[src/rtl/switch_lamp_pkg.sv]
// Constants, register map and sequencer states of the switch-to-lamp port logic
//
// Behaviour
// RULE1 - Lamp latch bit 0 drives its pin low, 1 drives it high.
// RULE2 - After reset no pull-up is connected until software enables one.
// RULE3 - A pull-up option bit of 1 connects the pull-up to its input pin.
// RULE4 - Software keeps the upper four lamp pull-up bits at zero.
// RULE5 - A direction bit of 1 makes its pin an input; switch pins 0, 3.
// RULE6 - Software clears any upper switch direction or pull-up bits reset high.
// RULE7 - Software keeps switch pull-up bits 7 and 6 at zero on that variant.
// RULE8 - Initialisation makes all lamp pins outputs and loads latch 00000111.
// RULE9 - Switch port sample is masked down to bits 0 and 3.
// RULE10 - Masked index selects a ten-entry pattern byte written to the lamp latch.
// RULE11 - Only entries 0, 1, 8, 9 are selected; dummy entries never reach pins.
// RULE12 - Index 0, 1, 8, 9 give patterns 03, 05, 06, 07.
// RULE13 - Every pin leaves reset as an input.
// RULE14 - Every output latch leaves reset holding low.
// RULE15 - Sample, mask, lookup and write repeat continuously once running.
package switch_lamp_pkg;

  // Register offsets on the plain register port
  localparam logic [3:0] ADDR_LAMP_LATCH = 4'h0;
  localparam logic [3:0] ADDR_LAMP_DIR   = 4'h1;
  localparam logic [3:0] ADDR_LAMP_PU    = 4'h2;
  localparam logic [3:0] ADDR_SW_VALUE   = 4'h3;
  localparam logic [3:0] ADDR_SW_DIR     = 4'h4;
  localparam logic [3:0] ADDR_SW_PU      = 4'h5;
  localparam logic [3:0] ADDR_CTRL       = 4'h6;
  localparam logic [3:0] ADDR_STATUS     = 4'h7;

  // Control and status field positions
  localparam int CTRL_RUN_BIT   = 0;
  localparam int CTRL_INIT_BIT  = 1;
  localparam int STAT_RUN_BIT   = 0;
  localparam int STAT_SEQ_LSB   = 1;
  localparam int STAT_IDX_LSB   = 4;

  // Reset values
  localparam logic [3:0] LAMP_LATCH_RST = 4'h0;
  localparam logic [3:0] LAMP_DIR_RST   = 4'hF;
  localparam logic [3:0] LAMP_PU_RST    = 4'h0;
  localparam logic [7:0] SW_DIR_RST     = 8'hFF;
  localparam logic [7:0] SW_PU_RST      = 8'h00;

  // Lamp port upper bits: direction reads as ones, latch and pull-up as zeros
  localparam logic [3:0] LAMP_DIR_UPPER = 4'hF;
  localparam logic [3:0] LAMP_ZERO_UPPER = 4'h0;

  // Values loaded by the initialisation step
  localparam logic [7:0] INIT_LAMP_DIR   = 8'hF0;
  localparam logic [7:0] INIT_LAMP_LATCH = 8'h07;
  localparam logic [7:0] INIT_SW_DIR     = 8'h09;
  localparam logic [7:0] INIT_SW_PU      = 8'h09;

  // Switch mask and pattern table
  localparam logic [7:0] SW_MASK     = 8'h09;
  localparam int         TABLE_DEPTH = 10;
  localparam logic [7:0] PAT_IDX0    = 8'h03;
  localparam logic [7:0] PAT_IDX1    = 8'h05;
  localparam logic [7:0] PAT_IDX8    = 8'h06;
  localparam logic [7:0] PAT_IDX9    = 8'h07;
  localparam logic [7:0] PAT_DUMMY   = 8'hFF;

  // Sequencer states
  typedef enum logic [1:0] {
    SEQ_IDLE   = 2'b00,
    SEQ_INIT   = 2'b01,
    SEQ_SAMPLE = 2'b10,
    SEQ_WRITE  = 2'b11
  } seq_state_t;

endpackage

[src/rtl/lamp_pattern_table.sv]
// Ten-entry lamp pattern table indexed by the masked switch value
`timescale 1ns/1ns
`default_nettype none

module lamp_pattern_table #(
  parameter int DEPTH = switch_lamp_pkg::TABLE_DEPTH
) (
  // Lookup
  input  wire logic [3:0] index,
  output logic      [7:0] pattern
);

  ////////////////////////////////////////////////////////////////////////////
  // Entry contents: four live patterns, the rest dummy
  function automatic logic [7:0] entryValue(input int i);
    logic [7:0] v;
    v = switch_lamp_pkg::PAT_DUMMY;  // see RULE11
    if (i == 0) v = switch_lamp_pkg::PAT_IDX0;  // see RULE12
    if (i == 1) v = switch_lamp_pkg::PAT_IDX1;  // see RULE12
    if (i == 8) v = switch_lamp_pkg::PAT_IDX8;  // see RULE12
    if (i == 9) v = switch_lamp_pkg::PAT_IDX9;  // see RULE12
    return v;
  endfunction

  logic [7:0] lampPatternArray [0:DEPTH-1];

  // Fill the array entry by entry
  for (genvar g = 0; g < DEPTH; g++) begin : gEntry
    assign lampPatternArray[g] = entryValue(g);
  end

  ////////////////////////////////////////////////////////////////////////////
  // Out-of-range index falls back to dummy data
  always_comb begin
    pattern = switch_lamp_pkg::PAT_DUMMY;
    if (int'(index) < DEPTH) begin
      pattern = lampPatternArray[index];  // see RULE10
    end
  end

endmodule

`default_nettype wire

[src/rtl/switch_to_led_port_logic.sv]
// Switch port sampling, pattern lookup and lamp port drive with register port
//
// The strobed register port and the placing of the registers were chosen for this implementation.
`timescale 1ns/1ns
`default_nettype none

module switch_to_led_port_logic #(
  parameter logic [7:0] SW_DIR_RESET = switch_lamp_pkg::SW_DIR_RST,
  parameter logic [7:0] SW_PU_RESET  = switch_lamp_pkg::SW_PU_RST
) (
  // Clock and reset
  input  wire logic       clock,
  input  wire logic       rst,
  // Register port
  input  wire logic [3:0] regAddr,
  input  wire logic [7:0] regWrData,
  input  wire logic       regWrEn,
  input  wire logic       regRdEn,
  output logic      [7:0] regRdData,
  // Switch port pins
  input  wire logic [7:0] switchPinIn,
  output logic      [7:0] switchPullupEn,
  // Lamp port pins
  output logic      [3:0] lampPinOut,
  output logic      [3:0] lampPinOe,
  output logic      [3:0] lampPullupEn,
  // Sequencer state
  output logic            seqRunning
);

  ////////////////////////////////////////////////////////////////////////////
  // State of the block
  typedef struct packed {
    switch_lamp_pkg::seq_state_t seq;
    logic                        run;
    logic [3:0]                  lampLatch;
    logic [3:0]                  lampDir;
    logic [3:0]                  lampPu;
    logic [7:0]                  swDir;
    logic [7:0]                  swPu;
    logic [7:0]                  swValue;
    logic [7:0]                  maskedSwitchIndex;
    logic [3:0]                  lampOe;
    logic [3:0]                  lampPullEn;
    logic [7:0]                  swPullEn;
    logic [7:0]                  rdData;
    logic                        running;
  } state_t;

  state_t     state_ff;
  state_t     nxt_state;
  logic [7:0] tablePattern;
  logic       ctrlWrite;
  logic       initReq;

  ////////////////////////////////////////////////////////////////////////////
  // Pattern table lookup
  lamp_pattern_table #(
    .DEPTH (switch_lamp_pkg::TABLE_DEPTH)
  ) u_lamp_pattern_table (
    .index   (state_ff.maskedSwitchIndex[3:0]),
    .pattern (tablePattern)
  );

  // Control register write decode
  assign ctrlWrite = regWrEn && (regAddr == switch_lamp_pkg::ADDR_CTRL);
  assign initReq   = ctrlWrite && regWrData[switch_lamp_pkg::CTRL_INIT_BIT];

  ////////////////////////////////////////////////////////////////////////////
  // Register read multiplexer
  function automatic logic [7:0] readMux(input logic [3:0] a, input state_t s);
    logic [7:0] d;
    d = 8'h00;
    unique case (a)
      switch_lamp_pkg::ADDR_LAMP_LATCH: d = {switch_lamp_pkg::LAMP_ZERO_UPPER, s.lampLatch};
      switch_lamp_pkg::ADDR_LAMP_DIR:   d = {switch_lamp_pkg::LAMP_DIR_UPPER, s.lampDir};
      switch_lamp_pkg::ADDR_LAMP_PU:    d = {switch_lamp_pkg::LAMP_ZERO_UPPER, s.lampPu};
      switch_lamp_pkg::ADDR_SW_VALUE:   d = s.swValue;
      switch_lamp_pkg::ADDR_SW_DIR:     d = s.swDir;
      switch_lamp_pkg::ADDR_SW_PU:      d = s.swPu;
      switch_lamp_pkg::ADDR_CTRL:       d = {7'h00, s.run};
      switch_lamp_pkg::ADDR_STATUS:     d = {s.maskedSwitchIndex[3:0], 1'b0, s.seq, s.running};
      default:                          d = 8'h00;
    endcase
    return d;
  endfunction

  ////////////////////////////////////////////////////////////////////////////
  // Next-state logic
  always_comb begin
    nxt_state = state_ff;

    // Software register writes
    if (regWrEn) begin
      unique case (regAddr)
        switch_lamp_pkg::ADDR_LAMP_LATCH: nxt_state.lampLatch = regWrData[3:0];  // see RULE1
        switch_lamp_pkg::ADDR_LAMP_DIR:   nxt_state.lampDir = regWrData[3:0];
        switch_lamp_pkg::ADDR_LAMP_PU:    nxt_state.lampPu = regWrData[3:0];  // see RULE4
        switch_lamp_pkg::ADDR_SW_DIR:     nxt_state.swDir = regWrData;
        switch_lamp_pkg::ADDR_SW_PU:      nxt_state.swPu = regWrData;  // see RULE7
        switch_lamp_pkg::ADDR_CTRL:       nxt_state.run = regWrData[switch_lamp_pkg::CTRL_RUN_BIT];
        default:                          nxt_state.run = nxt_state.run;
      endcase
    end

    // Sequencer
    unique case (state_ff.seq)
      switch_lamp_pkg::SEQ_IDLE: begin
        if (initReq) begin
          nxt_state.seq = switch_lamp_pkg::SEQ_INIT;
        end else if (state_ff.run) begin
          nxt_state.seq = switch_lamp_pkg::SEQ_SAMPLE;
        end
      end
      switch_lamp_pkg::SEQ_INIT: begin
        // Load the documented port setup
        nxt_state.lampDir   = switch_lamp_pkg::INIT_LAMP_DIR[3:0];    // see RULE8
        nxt_state.lampLatch = switch_lamp_pkg::INIT_LAMP_LATCH[3:0];  // see RULE8
        nxt_state.swDir     = switch_lamp_pkg::INIT_SW_DIR;           // see RULE5
        nxt_state.swPu      = switch_lamp_pkg::INIT_SW_PU;            // see RULE3
        nxt_state.seq       = nxt_state.run ? switch_lamp_pkg::SEQ_SAMPLE
                                            : switch_lamp_pkg::SEQ_IDLE;
      end
      switch_lamp_pkg::SEQ_SAMPLE: begin
        // Keep only the two switch bits
        nxt_state.maskedSwitchIndex = switchPinIn & state_ff.swDir
                                      & switch_lamp_pkg::SW_MASK;  // see RULE9
        nxt_state.seq = switch_lamp_pkg::SEQ_WRITE;
        if (initReq) begin
          nxt_state.seq = switch_lamp_pkg::SEQ_INIT;
        end
      end
      switch_lamp_pkg::SEQ_WRITE: begin
        // Loop write wins over a software latch write in the same cycle
        nxt_state.lampLatch = tablePattern[3:0];  // see RULE10
        if (initReq) begin
          nxt_state.seq = switch_lamp_pkg::SEQ_INIT;
        end else if (nxt_state.run) begin
          nxt_state.seq = switch_lamp_pkg::SEQ_SAMPLE;  // see RULE15
        end else begin
          nxt_state.seq = switch_lamp_pkg::SEQ_IDLE;
        end
      end
    endcase

    // Port value as seen by software: input-mode pins only
    nxt_state.swValue = switchPinIn & state_ff.swDir;  // see RULE5

    // Pin drivers derived from the next register values
    nxt_state.lampOe     = ~nxt_state.lampDir;                     // see RULE13
    nxt_state.lampPullEn = nxt_state.lampPu & nxt_state.lampDir;   // see RULE3
    nxt_state.swPullEn   = nxt_state.swPu & nxt_state.swDir;       // see RULE3
    nxt_state.running    = (nxt_state.seq == switch_lamp_pkg::SEQ_SAMPLE)
                           || (nxt_state.seq == switch_lamp_pkg::SEQ_WRITE);

    // Read data stands for one cycle only
    nxt_state.rdData = regRdEn ? readMux(regAddr, state_ff) : 8'h00;

    // Synchronous reset
    if (rst) begin
      nxt_state.seq               = switch_lamp_pkg::SEQ_IDLE;
      nxt_state.run               = 1'b0;
      nxt_state.lampLatch         = switch_lamp_pkg::LAMP_LATCH_RST;  // see RULE14
      nxt_state.lampDir           = switch_lamp_pkg::LAMP_DIR_RST;    // see RULE13
      nxt_state.lampPu            = switch_lamp_pkg::LAMP_PU_RST;     // see RULE2
      nxt_state.swDir             = SW_DIR_RESET;                     // see RULE6
      nxt_state.swPu              = SW_PU_RESET;                      // see RULE2
      nxt_state.swValue           = 8'h00;
      nxt_state.maskedSwitchIndex = 8'h00;
      nxt_state.lampOe            = 4'h0;
      nxt_state.lampPullEn        = 4'h0;
      nxt_state.swPullEn          = 8'h00;
      nxt_state.rdData            = 8'h00;
      nxt_state.running           = 1'b0;
    end
  end

  // State register
  always_ff @(posedge clock) begin
    state_ff <= nxt_state;
  end

  ////////////////////////////////////////////////////////////////////////////
  // Outputs straight from the state register
  assign regRdData      = state_ff.rdData;
  assign switchPullupEn = state_ff.swPullEn;
  assign lampPinOut     = state_ff.lampLatch;
  assign lampPinOe      = state_ff.lampOe;
  assign lampPullupEn   = state_ff.lampPullEn;
  assign seqRunning     = state_ff.running;

  // Expected lamp nibble for a live index
  function automatic logic [3:0] expectedLamp(input logic [7:0] idx);
    logic [3:0] e;
    e = switch_lamp_pkg::PAT_DUMMY[3:0];
    if (idx == 8'h00) e = switch_lamp_pkg::PAT_IDX0[3:0];
    if (idx == 8'h01) e = switch_lamp_pkg::PAT_IDX1[3:0];
    if (idx == 8'h08) e = switch_lamp_pkg::PAT_IDX8[3:0];
    if (idx == 8'h09) e = switch_lamp_pkg::PAT_IDX9[3:0];
    return e;
  endfunction
endmodule

`default_nettype wire

[config.mk]
export PLATFORM = sky130hd
export DESIGN_NAME = switch_to_led_port_logic
export DESIGN_NICKNAME = d
export VERILOG_FILES = /design/src/rtl/switch_lamp_pkg.sv /design/src/rtl/lamp_pattern_table.sv /design/src/rtl/switch_to_led_port_logic.sv
export SDC_FILE = /design/constraint.sdc
export NUM_CORES = 1
export LEC_CHECK = 0
export BUFFER_PORTS_ARGS = -buffer_cell sky130_fd_sc_hd__buf_2
export CORE_ASPECT_RATIO = 1.25
export CORE_UTILIZATION = 60
export DETAILED_ROUTE_END_ITERATION = 8
export PLACE_DENSITY = 0.85
export SLEW_MARGIN = 10
export SYNTH_ARGS = -nofsm -noshare
export SYNTH_HDL_FRONTEND = slang
export SYNTH_HIERARCHICAL = 1
export SYNTH_SLANG_ARGS = --single-unit
[constraint.sdc]
create_clock -name clock -period 4.17 [get_ports clock]
set_clock_uncertainty 0.15 [all_clocks]
set_input_delay 1.251 -clock clock [delete_from_list [all_inputs] [get_ports clock]]
set_output_delay 1.251 -clock clock [all_outputs]
set_load 0.05 [all_outputs]
==> run metrics, run 1 <==
status=completed; total number of yosys warnings=6; fin crit share=62.8%; Via-to-Cell Ratio=about 6.1; pins over their slew limit=0; die width=65.4 µm; ANT cells=0; Core Rows=28; Max-Slew Margin vs Limit=between 30% and 40%; Power Dens Cells=roughly 430 nW/µm²; Clock Pin Slew Worst Setup and Hold Paths=about 0.07 ns; Final TNS setup=0 ns; share of cells above drive strength 1=24.0%; DR vias=~2600; Worst Path Required=about 4.3 ns; DRC errors left=0; antenna-violating nets left=0; pre-CTS setup slack=about 1.2 ns; power share of the combinational group=11.1%; initial antenna violation count=0; synthesized instance count=between 300 and 400; CP Launch Type=input port; Post-CTS Resized=0; Port Buf Inserts=52; Clock Path Buffers=2; filler-free cell count of the finished design=approximately 430; Layout Nets=around 390; Slowest-stage cell, CP=nor2_1; sw frac=between 20% and 30%; fillcell total=between 300 and 400; die area=around 5300 µm²; HPWL after DPL=just over 5 mm; first-pass GRT wire length=between 10 and 15 mm; H-tree depth=3; max-cap viol count=0; Period minus WS final=2.62 ns; Core Footprint=~4800 µm²; Max VDD drop=approximately 0.30 mV; crit-path max FO=21; largest net degree at the start of global routing=43; final core utilization=68.9%; Clk pwr share=between 40% and 50%; CTS buffer count=9; final hold viol count=0; DRT iter0 DRCs=310; sequential share of power=between 40 and 50%; final WL=7.19 mm; Pleak=between 1 and 1.5 nW; Post-CTS Hold Fix Bufs=0; CP Capture Type=flop; vias in the first global route=around 2300; post-CTS setup buffers=0; CP cell instances=buf_2 -> nor2_1 -> nand2_1 -> mux2i_1 -> a221oi_1; GRT Total Usage=between 20 and 30%; worst-skew pair later-pin latency=roughly 0.35 ns; sw power=353 µW; Slew @ Worst Pin=1.04 ns; Internal=~1.1 mW; Syn-to-layout area delta=9.06%; CTS Root Cell=clkbuf_8; placed insts=411; Synth Cell Area=~3000 µm²; RSZ-0062 raised after global routing=false; Post-Synthesis Mean Instance Area=about 8.9 µm²; critical path type=input port to flop; crit-path max cell delay=~0.45 ns; total gr overflow=0; Fmax achieved=~0.38 GHz; clock sink count=66; total power=roughly 1.4 mW; Die Ht=a little over 80 µm; Routed wire per std cell=16.8 µm; CTS tree=yes; Final Wtd Congestion=0.948; initial core utilization=63.2%; Final WS setup=1.55 ns; drt pass-1 iters=6; Arrival @ worst endpoint=2.72 ns; I/O Pins=53; setup violators final=0; HP Class=flop to flop
flip-flops by register name, summed over array words and instances, names as in the netlist:
| name | count |
|---|---|
| lampPinOe | 4 |
| lampPinOut | 4 |
| lampPullupEn | 4 |
| regRdData | 8 |
| seqRunning | 1 |
| state_ff | 37 |
| switchPullupEn | 8 |
critical path, delay by kind of cell:
| family | cells | cell delay (ns) |
|---|---|---|
| AND/OR/NAND/NOR | 2 | 0.76 |
| AO/OA/AOI/OAI | 1 | 0.27 |
| buffers and inverters | 1 | 0.22 |
| multiplexers | 1 | 0.21 |
power by group through the flow:
stage | Sequential [mW] | Combinational, mW | Clock, mW
after floorplan | 0.675 | 0.127 | 0
after global placement | 0.680 | 0.151 | 0
after detailed placement | 0.680 | 0.153 | 0
after CTS | 0.667 | 0.154 | 0.591
after global routing | 0.668 | 0.170 | 0.621
final | 0.667 | 0.157 | 0.585
per-stage QoR:
| step | hold slack (ns) | area (µm²) |
|---|---|---|
| 2_1_floorplan | 0.269 | 3040 |
| 3_3_place_gp | 0.289 | 3060 |
| 3_5_place_dp | 0.297 | 3060 |
| 4_1_cts | 0.303 | 3280 |
| 5_1_grt | 0.324 | 3280 |
| 6_report | 0.300 | 3280 |
path summary, 6_finish.rpt:
path,start,endpoint,slack (ns),depth (start not counted)
worst max-delay path,regAddr[1],switchPullupEn[0]$_SDFF_PP0_,1.55,5
worst min-delay path,state_ff[55]$_SDFF_PP1_,state_ff[39]$_SDFF_PP0_,0.30,2
worst max register to register,state_ff[70]$_SDFF_PP0_,switchPullupEn[0]$_SDFF_PP0_,1.92,3
worst min register to register,state_ff[55]$_SDFF_PP1_,state_ff[39]$_SDFF_PP0_,0.30,2
cells in the final DEF (no fill, tap or decap), types with 2 or more instances in the layout:
cell type,instances
a221oi_1,4
a2111oi_0,2
and3b_1,2
nor2_1,33
o21bai_1,2
a2bb2oi_1,2
conb_1,8
a21o_1,7
nand2_1,24
mux2_2,2
dfxtp_1,66
mux2i_1,13
and2_1,8
nand3b_1,3
or4b_1,2
nor3_1,4
a31oi_1,2
mux4_2,2
clkbuf_8,10
nor2b_1,5
or2_2,10
buf_2,52
a22o_1,2
nand3_1,18
o21ai_0,23
nand2b_1,6
a211oi_1,3
bufinv_16,2
nand4_1,4
a21oi_1,27
clkinv_2,2
per-layer routing:
metal,vias to the layer above,global-route usage [%],part of all wire [%]
met5,-,0,0
met4,0,18.3,4.3
met3,28,6.88,9.4
met2,163,45.7,48
met1,1203,36.4,39
li1,1194,-,-
cell type report:
class	instances	area (µm²)	share of cell area [%]
multi-input combinational	233	1410	42.9
clock buffer	11	141	4.31
clock inverter	5	77.6	2.36
timing repair buffer	52	260	7.93
tap	60	75.1	2.29
sequential	66	1320	40.2
No activity file was read; power rests on OpenSTA's default activity.
==> inputs of run 2 (changes only) <==
Settings changed: CORE_UTILIZATION 60 to 50, PLACE_DENSITY 0.85 to 0.75.
Clock period 4.17 ns to 2.3 ns, I/O delays scaled along.
==> run 2 against run 1 <==
Compared with the run above:
- sequential cell count unchanged
- count of clock-buffer cells in the layout increased by 3
- via count down 3.2%
- register-to-register slack lost 1.3 ns
- sequential power rose by 81%
- first-iteration DRC count down 21%
- critical path depth shrank 4
- the flow now finishes with violations (design-rule violations)
- cell area is 3.1% higher
- largest power group unchanged
- cell count rose by 4.0%
- routed wire length up 1.7%
- worst setup slack got worse by 1.1 ns
- hold slack gained 0.0057 ns
==> run metrics, run 2 (same netlist as run 1, synthesis figures left out) <==
fin crit share=about four fifths; Die Ht=88.8 µm (was 81.2 µm); Syn-to-layout area delta=12.4% (was 9.06%); Port Buf Inserts=52 (unchanged); slack of the worst reg-to-reg path=0.59 ns (was 1.92 ns); Post-CTS Hold Fix Bufs=0 (unchanged); Power Dens Cells=755 nW/µm² (was 429 nW/µm²); vias in the first global route=2354 (was 2308); CP Launch Type=flop (was input port); worst-skew pair later-pin latency=0.35 ns (about the same); DRC errors left=5 (was 0); H-tree depth=3 (unchanged); Crit path max-delay family=flip-flops (was simple AND/OR/NAND/NOR gates); share of cells above drive strength 1=26.5% (was 24.0%); WP depth=1 (was 5); CP cell instances=buf_2 (was buf_2 -> nor2_1 -> nand2_1 -> mux2i_1 -> a221oi_1); first-pass GRT wire length=11.7 mm (was 11.4 mm); flip-flop and latch area=1320 µm² (unchanged); HPWL after DPL=5.50 mm (was 5.05 mm); fillcell total=550 (was 393); Clock Path Buffers=2 (unchanged); reg2reg end=switchPullupEn[4]$_SDFF_PP0_ (was switchPullupEn[0]$_SDFF_PP0_); multi-input logic area=1410 µm² (unchanged); CP Capture Type=primary output (was flop); final hold viol count=0 (unchanged); failing checks=design-rule violations; Core Footprint=5820 µm² (was 4760 µm²); HP Class=flop to flop (unchanged); ANT cells=0 (unchanged); Final WS setup=0.428 ns (was 1.55 ns); Max VDD drop=0.392 mV (was 0.298 mV); largest net degree at the start of global routing=36 (was 43); Arrival @ worst endpoint=1.03 ns (was 2.72 ns); total gr overflow=0 (unchanged); Post-CTS Resized=0 (unchanged); Slowest-stage cell, CP=dfxtp_1 (was nor2_1); Final TNS setup=0 ns (unchanged); pre-CTS setup slack=0.134 ns (was 1.25 ns); DR vias=2505 (was 2588); R2R depth=4 (was 3); status=finished, violations left (was completed); die width=71.4 µm (was 65.4 µm); CP bufs+invs=1 (unchanged); HP Start=state_ff[50]$_SDFF_PP1_ (was state_ff[55]$_SDFF_PP1_); CTS buffer count=9 (unchanged); Final Wtd Congestion=0.929 (was 0.948); most frequent cells in the layout=dfxtp_1 (66), buf_2 (52), nor2_1 (33), a21oi_1 (27), nand2_1 (24) (unchanged); Core Rows=31 (was 28); drt pass-1 iters=7 (was 6); most common library cell in the layout ignoring fill and taps=dfxtp_1 (unchanged); post-CTS setup buffers=0 (unchanged); crit-path max FO=3 (was 21); Period minus WS final=approximately 1.9 ns; GRT Total Usage=25.3% (was 29.3%); DRT iter0 DRCs=245 (was 310); max reg flops=37 (unchanged); Layout Nets=398 (was 386); die area=6340 µm² (was 5310 µm²); Crit. Startpoint=lampPinOut[3]$_SDFFE_PP0P_ (was regAddr[1]); CTS tree=yes (unchanged); crit path to=lampPinOut[3] (was switchPullupEn[0]$_SDFF_PP0_); r2r startpoint=state_ff[70]$_SDFF_PP0_ (unchanged); I/O Pins=53 (unchanged); final WL=7.31 mm (was 7.19 mm); RSZ-0062 raised after global routing=false (unchanged); critical path type=flop to primary output (was input port to flop); crit-path max cell delay=0.39 ns (was 0.45 ns); clock sink count=66 (unchanged); antenna-violating nets left=0 (unchanged); initial antenna violation count=0 (unchanged); max-cap viol count=0 (unchanged); Routed wire per std cell=16.5 µm (was 16.8 µm); CTS Root Cell=clkbuf_8 (unchanged); Largest Register=state_ff (unchanged); Clock Pin Slew Worst Setup and Hold Paths=0.07 ns (about the same); initial core utilization=51.7% (was 63.2%); Fmax achieved=about 0.53 GHz; Via-to-Cell Ratio=5.64 (was 6.06); pins over their slew limit=0 (unchanged); Worst Path Required=1.46 ns (was 4.27 ns); setup violators final=0 (unchanged); Pleak=1.49 nW (was 1.43 nW)
run 2: how the worst min path moves through the flow:
stage                                   end  slack (ns)  depth (start not counted)
CTS                 state_ff[38]$_SDFF_PP0_        0.31                          2
floorplan           state_ff[38]$_SDFF_PP0_        0.27                          2
global route        state_ff[34]$_SDFF_PP0_        0.32                          2
detailed placement  state_ff[38]$_SDFF_PP0_        0.30                          2
global placement    state_ff[38]$_SDFF_PP0_        0.29                          2
finish              state_ff[34]$_SDFF_PP0_        0.31                          2
run 2: worst reg2reg max path: stages, from the launching register on:
cell,delay [ns]
dfxtp_1,0.63
nand2b_1,0.20
nand2b_1,0.34
a21oi_1,0.12
and2_1,0.17
run 2: area by class of cell:
| class | instances | area share [%] |
|---|---|---|
| Multi-Input combinational cell | 233 | 41.6 |
| Sequential cell | 66 | 39.0 |
| Timing Repair Buffer | 64 | 10.4 |
| Clock buffer | 14 | 5.69 |
| Tap cell | 66 | 2.44 |
| Clock inverter | 1 | 0.887 |
run 2: power by group:
part | switching (mW) | internal (mW)
sequential | 0.0277 | 1.18
clock | 0.404 | 0.642
combinational | 0.191 | 0.108
run 2: layer usage:
metal | vias up | part of all wire, % | global-route usage [%]
met2 | 115 | 47 | 41.6
met1 | 1149 | 42 | 29.8
li1 | 1219 | - | -
met5 | - | 0 | 0
met3 | 22 | 7.4 | 5.69
met4 | 0 | 3.9 | 16.4
run 2: per-stage QoR:
step                cell area [µm²]  cells  hold slack (ns)  power (mW)  utilization, %
global placement               3160    429            0.289        1.53            54.3
floorplan                      3040    345            0.269        1.45               -
global route                   3380    444            0.325        2.64            58.2
finish                         3380    444            0.305        2.56            58.2
CTS                            3380    444            0.311        2.57            58.2
detailed placement             3160    429            0.300        1.53            54.3
==> inputs of run 3 (changes only) <==
Settings changed: ABC_AREA set to 1, CORE_UTILIZATION 50 to 55, PLACE_DENSITY 0.75 to 0.79.
Clock period 2.3 ns to 1.94 ns, I/O delays scaled along.
==> run 3 against run 2 <==
Compared with the run above:
- the run now ends clean
- sequential power increased by 18%
- synthesized area down 0.91%
- utilization grew 6.2 points
- cell area decreased by 2.1%
- worst setup slack worse by 0.20 ns
- critical path depth unchanged
- combinational power increased by 13%
- critical endpoint unchanged
==> run metrics, run 3 <==
status=completed (was finished, violations left); DRT iter0 DRCs=143 (was 245); Period minus WS final=~1.7 ns; synthesized instance count=426 (was 338); drt pass-1 iters=7 (unchanged); first-pass GRT wire length=11.2 mm (was 11.7 mm); Clock Pin Slew Worst Setup and Hold Paths=0.07 ns (about the same); Core Footprint=5150 µm² (was 5820 µm²); power share of the combinational group=12.5% (was 11.7%); pins over their slew limit=0 (unchanged); initial antenna violation count=0 (unchanged); clock sink count=66 (unchanged); Largest Register=state_ff (unchanged); Post-CTS Resized=0 (unchanged); Layout Nets=488 (was 398); Core Rows=29 (was 31); DR vias=2717 (was 2505); total gr overflow=0 (unchanged); filler-free cell count of the finished design=530 (was 444); Max VDD drop=0.369 mV (was 0.392 mV); post-CTS setup buffers=0 (unchanged); H-tree depth=3 (unchanged); Power Dens Cells=816 nW/µm² (was 755 nW/µm²); final WL=6.90 mm (was 7.31 mm); CP bufs+invs=1 (unchanged); CTS tree=yes (unchanged); setup violators final=0 (unchanged); CP cell instances=buf_2 (unchanged); Post-Synthesis Mean Instance Area=7.00 µm² (was 8.91 µm²); CTS buffer count=9 (unchanged); Internal=1.96 mW (was 1.93 mW); ANT cells=0 (unchanged); Via-to-Cell Ratio=5.13 (was 5.64); Pleak=1.85 nW (was 1.49 nW); max reg flops=37 (unchanged); CP Capture Type=primary output (unchanged); Slowest-stage cell, CP=dfxtp_1 (unchanged); sequential share of power=52.9% (was 47.4%); crit-path max FO=3 (unchanged); placed insts=515 (was 429); HP Class=flop to flop (unchanged); die area=5720 µm² (was 6340 µm²); most common library cell in the layout ignoring fill and taps=nand2_1 (was dfxtp_1); Clk pwr share=34.6% (was 40.9%); Synth Cell Area=2980 µm² (was 3010 µm²); Fmax achieved=roughly 0.6 GHz; I/O Pins=53 (unchanged); Die Ht=84.3 µm (was 88.8 µm); GRT Total Usage=26.4% (was 25.3%); worst-skew pair later-pin latency=0.35 ns (about the same); fillcell total=488 (was 550); CP Launch Type=flop (unchanged); HPWL after DPL=5.13 mm (was 5.50 mm); Final Wtd Congestion=0.880 (was 0.929); Syn-to-layout area delta=11.1% (was 12.4%); CTS Root Cell=clkbuf_8 (unchanged); Crit path max-delay family=flip-flops (unchanged); share of cells above drive strength 1=21.4% (was 26.5%); RSZ-0062 raised after global routing=false (unchanged); sw power=750 µW (was 622 µW); fin crit share=between 80 and 90%; Routed wire per std cell=13.0 µm (was 16.5 µm); Clock Path Buffers=2 (unchanged); final hold viol count=0 (unchanged); DRC errors left=0 (was 5); max-cap viol count=0 (unchanged); die width=67.9 µm (was 71.4 µm); largest net degree at the start of global routing=15 (was 36); Port Buf Inserts=52 (unchanged); Arrival @ worst endpoint=0.97 ns (was 1.03 ns); total power=2.71 mW (was 2.56 mW); worst hold margin=0.305 ns (about the same); sw frac=27.7% (was 24.4%); vias in the first global route=2461 (was 2354); most frequent cells in the layout=nand2_1 (97), dfxtp_1 (66), nor2_1 (55), inv_1 (52), buf_2 (52) (was dfxtp_1 (66), buf_2 (52), nor2_1 (33), a21oi_1 (27), nand2_1 (24)); total number of yosys warnings=6 (unchanged); crit-path max cell delay=0.36 ns (was 0.39 ns); antenna-violating nets left=0 (unchanged); Worst Path Required=1.21 ns (was 1.46 ns); critical path type=flop to primary output (unchanged); initial core utilization=57.9% (was 51.7%); Post-CTS Hold Fix Bufs=0 (unchanged)
run 3: final timing paths:
path,from,to,slack [ns],cells past startpoint
worst max-delay path,lampPinOut[3]$_SDFFE_PP0P_,lampPinOut[3],0.23,1
worst min-delay path,state_ff[51]$_SDFF_PP1_,state_ff[35]$_SDFF_PP0_,0.31,2
worst max register to register,state_ff[71]$_SDFF_PP0_,switchPullupEn[6]$_SDFF_PP0_,0.62,6
worst min register to register,state_ff[51]$_SDFF_PP1_,state_ff[35]$_SDFF_PP0_,0.31,2
run 3: layout make-up:
class / instances / area, µm² / share of cell area [%]
Clock buffer: 11 / 131 / 3.96
Clock inverter: 4 / 20.0 / 0.604
Inverter: 61 / 229 / 6.91
Multi-Input combinational cell: 260 / 1170 / 35.3
Sequential cell: 66 / 1320 / 39.9
Tap cell: 62 / 77.6 / 2.34
Timing Repair Buffer: 66 / 365 / 11.0
run 3: stage by stage:
step | setup slack (ns) | TNS (ns) | util [%] | instance area, µm²
after CTS | 0.228 | 0 | 64.3 | 3310
after detailed placement | -0.00561 | -0.00561 | 61.4 | 3160
after global placement | 0.00672 | 0 | 61.4 | 3160
final | 0.233 | 0 | 64.3 | 3310
after floorplan | 0.357 | 0 | - | 2990
after global routing | 0.191 | 0 | 64.3 | 3310
run 3: per-layer routing:
metal / track usage (%) / share of wire [%] / up-vias
li1: - / - / 1368
met1: 32.5 / 41 / 1216
met2: 42.3 / 49 / 118
met3: 4.62 / 6.9 / 15
met4: 14.6 / 2.6 / 0
met5: 0 / 0 / -
run 3: power by group through the flow:
stage	Combinational, mW	Sequential [mW]	Clock (mW)
floorplan	0.248	1.46	0
global placement	0.329	1.46	0
detailed placement	0.332	1.46	0
CTS	0.334	1.43	0.944
global route	0.369	1.44	1.01
finish	0.337	1.43	0.936
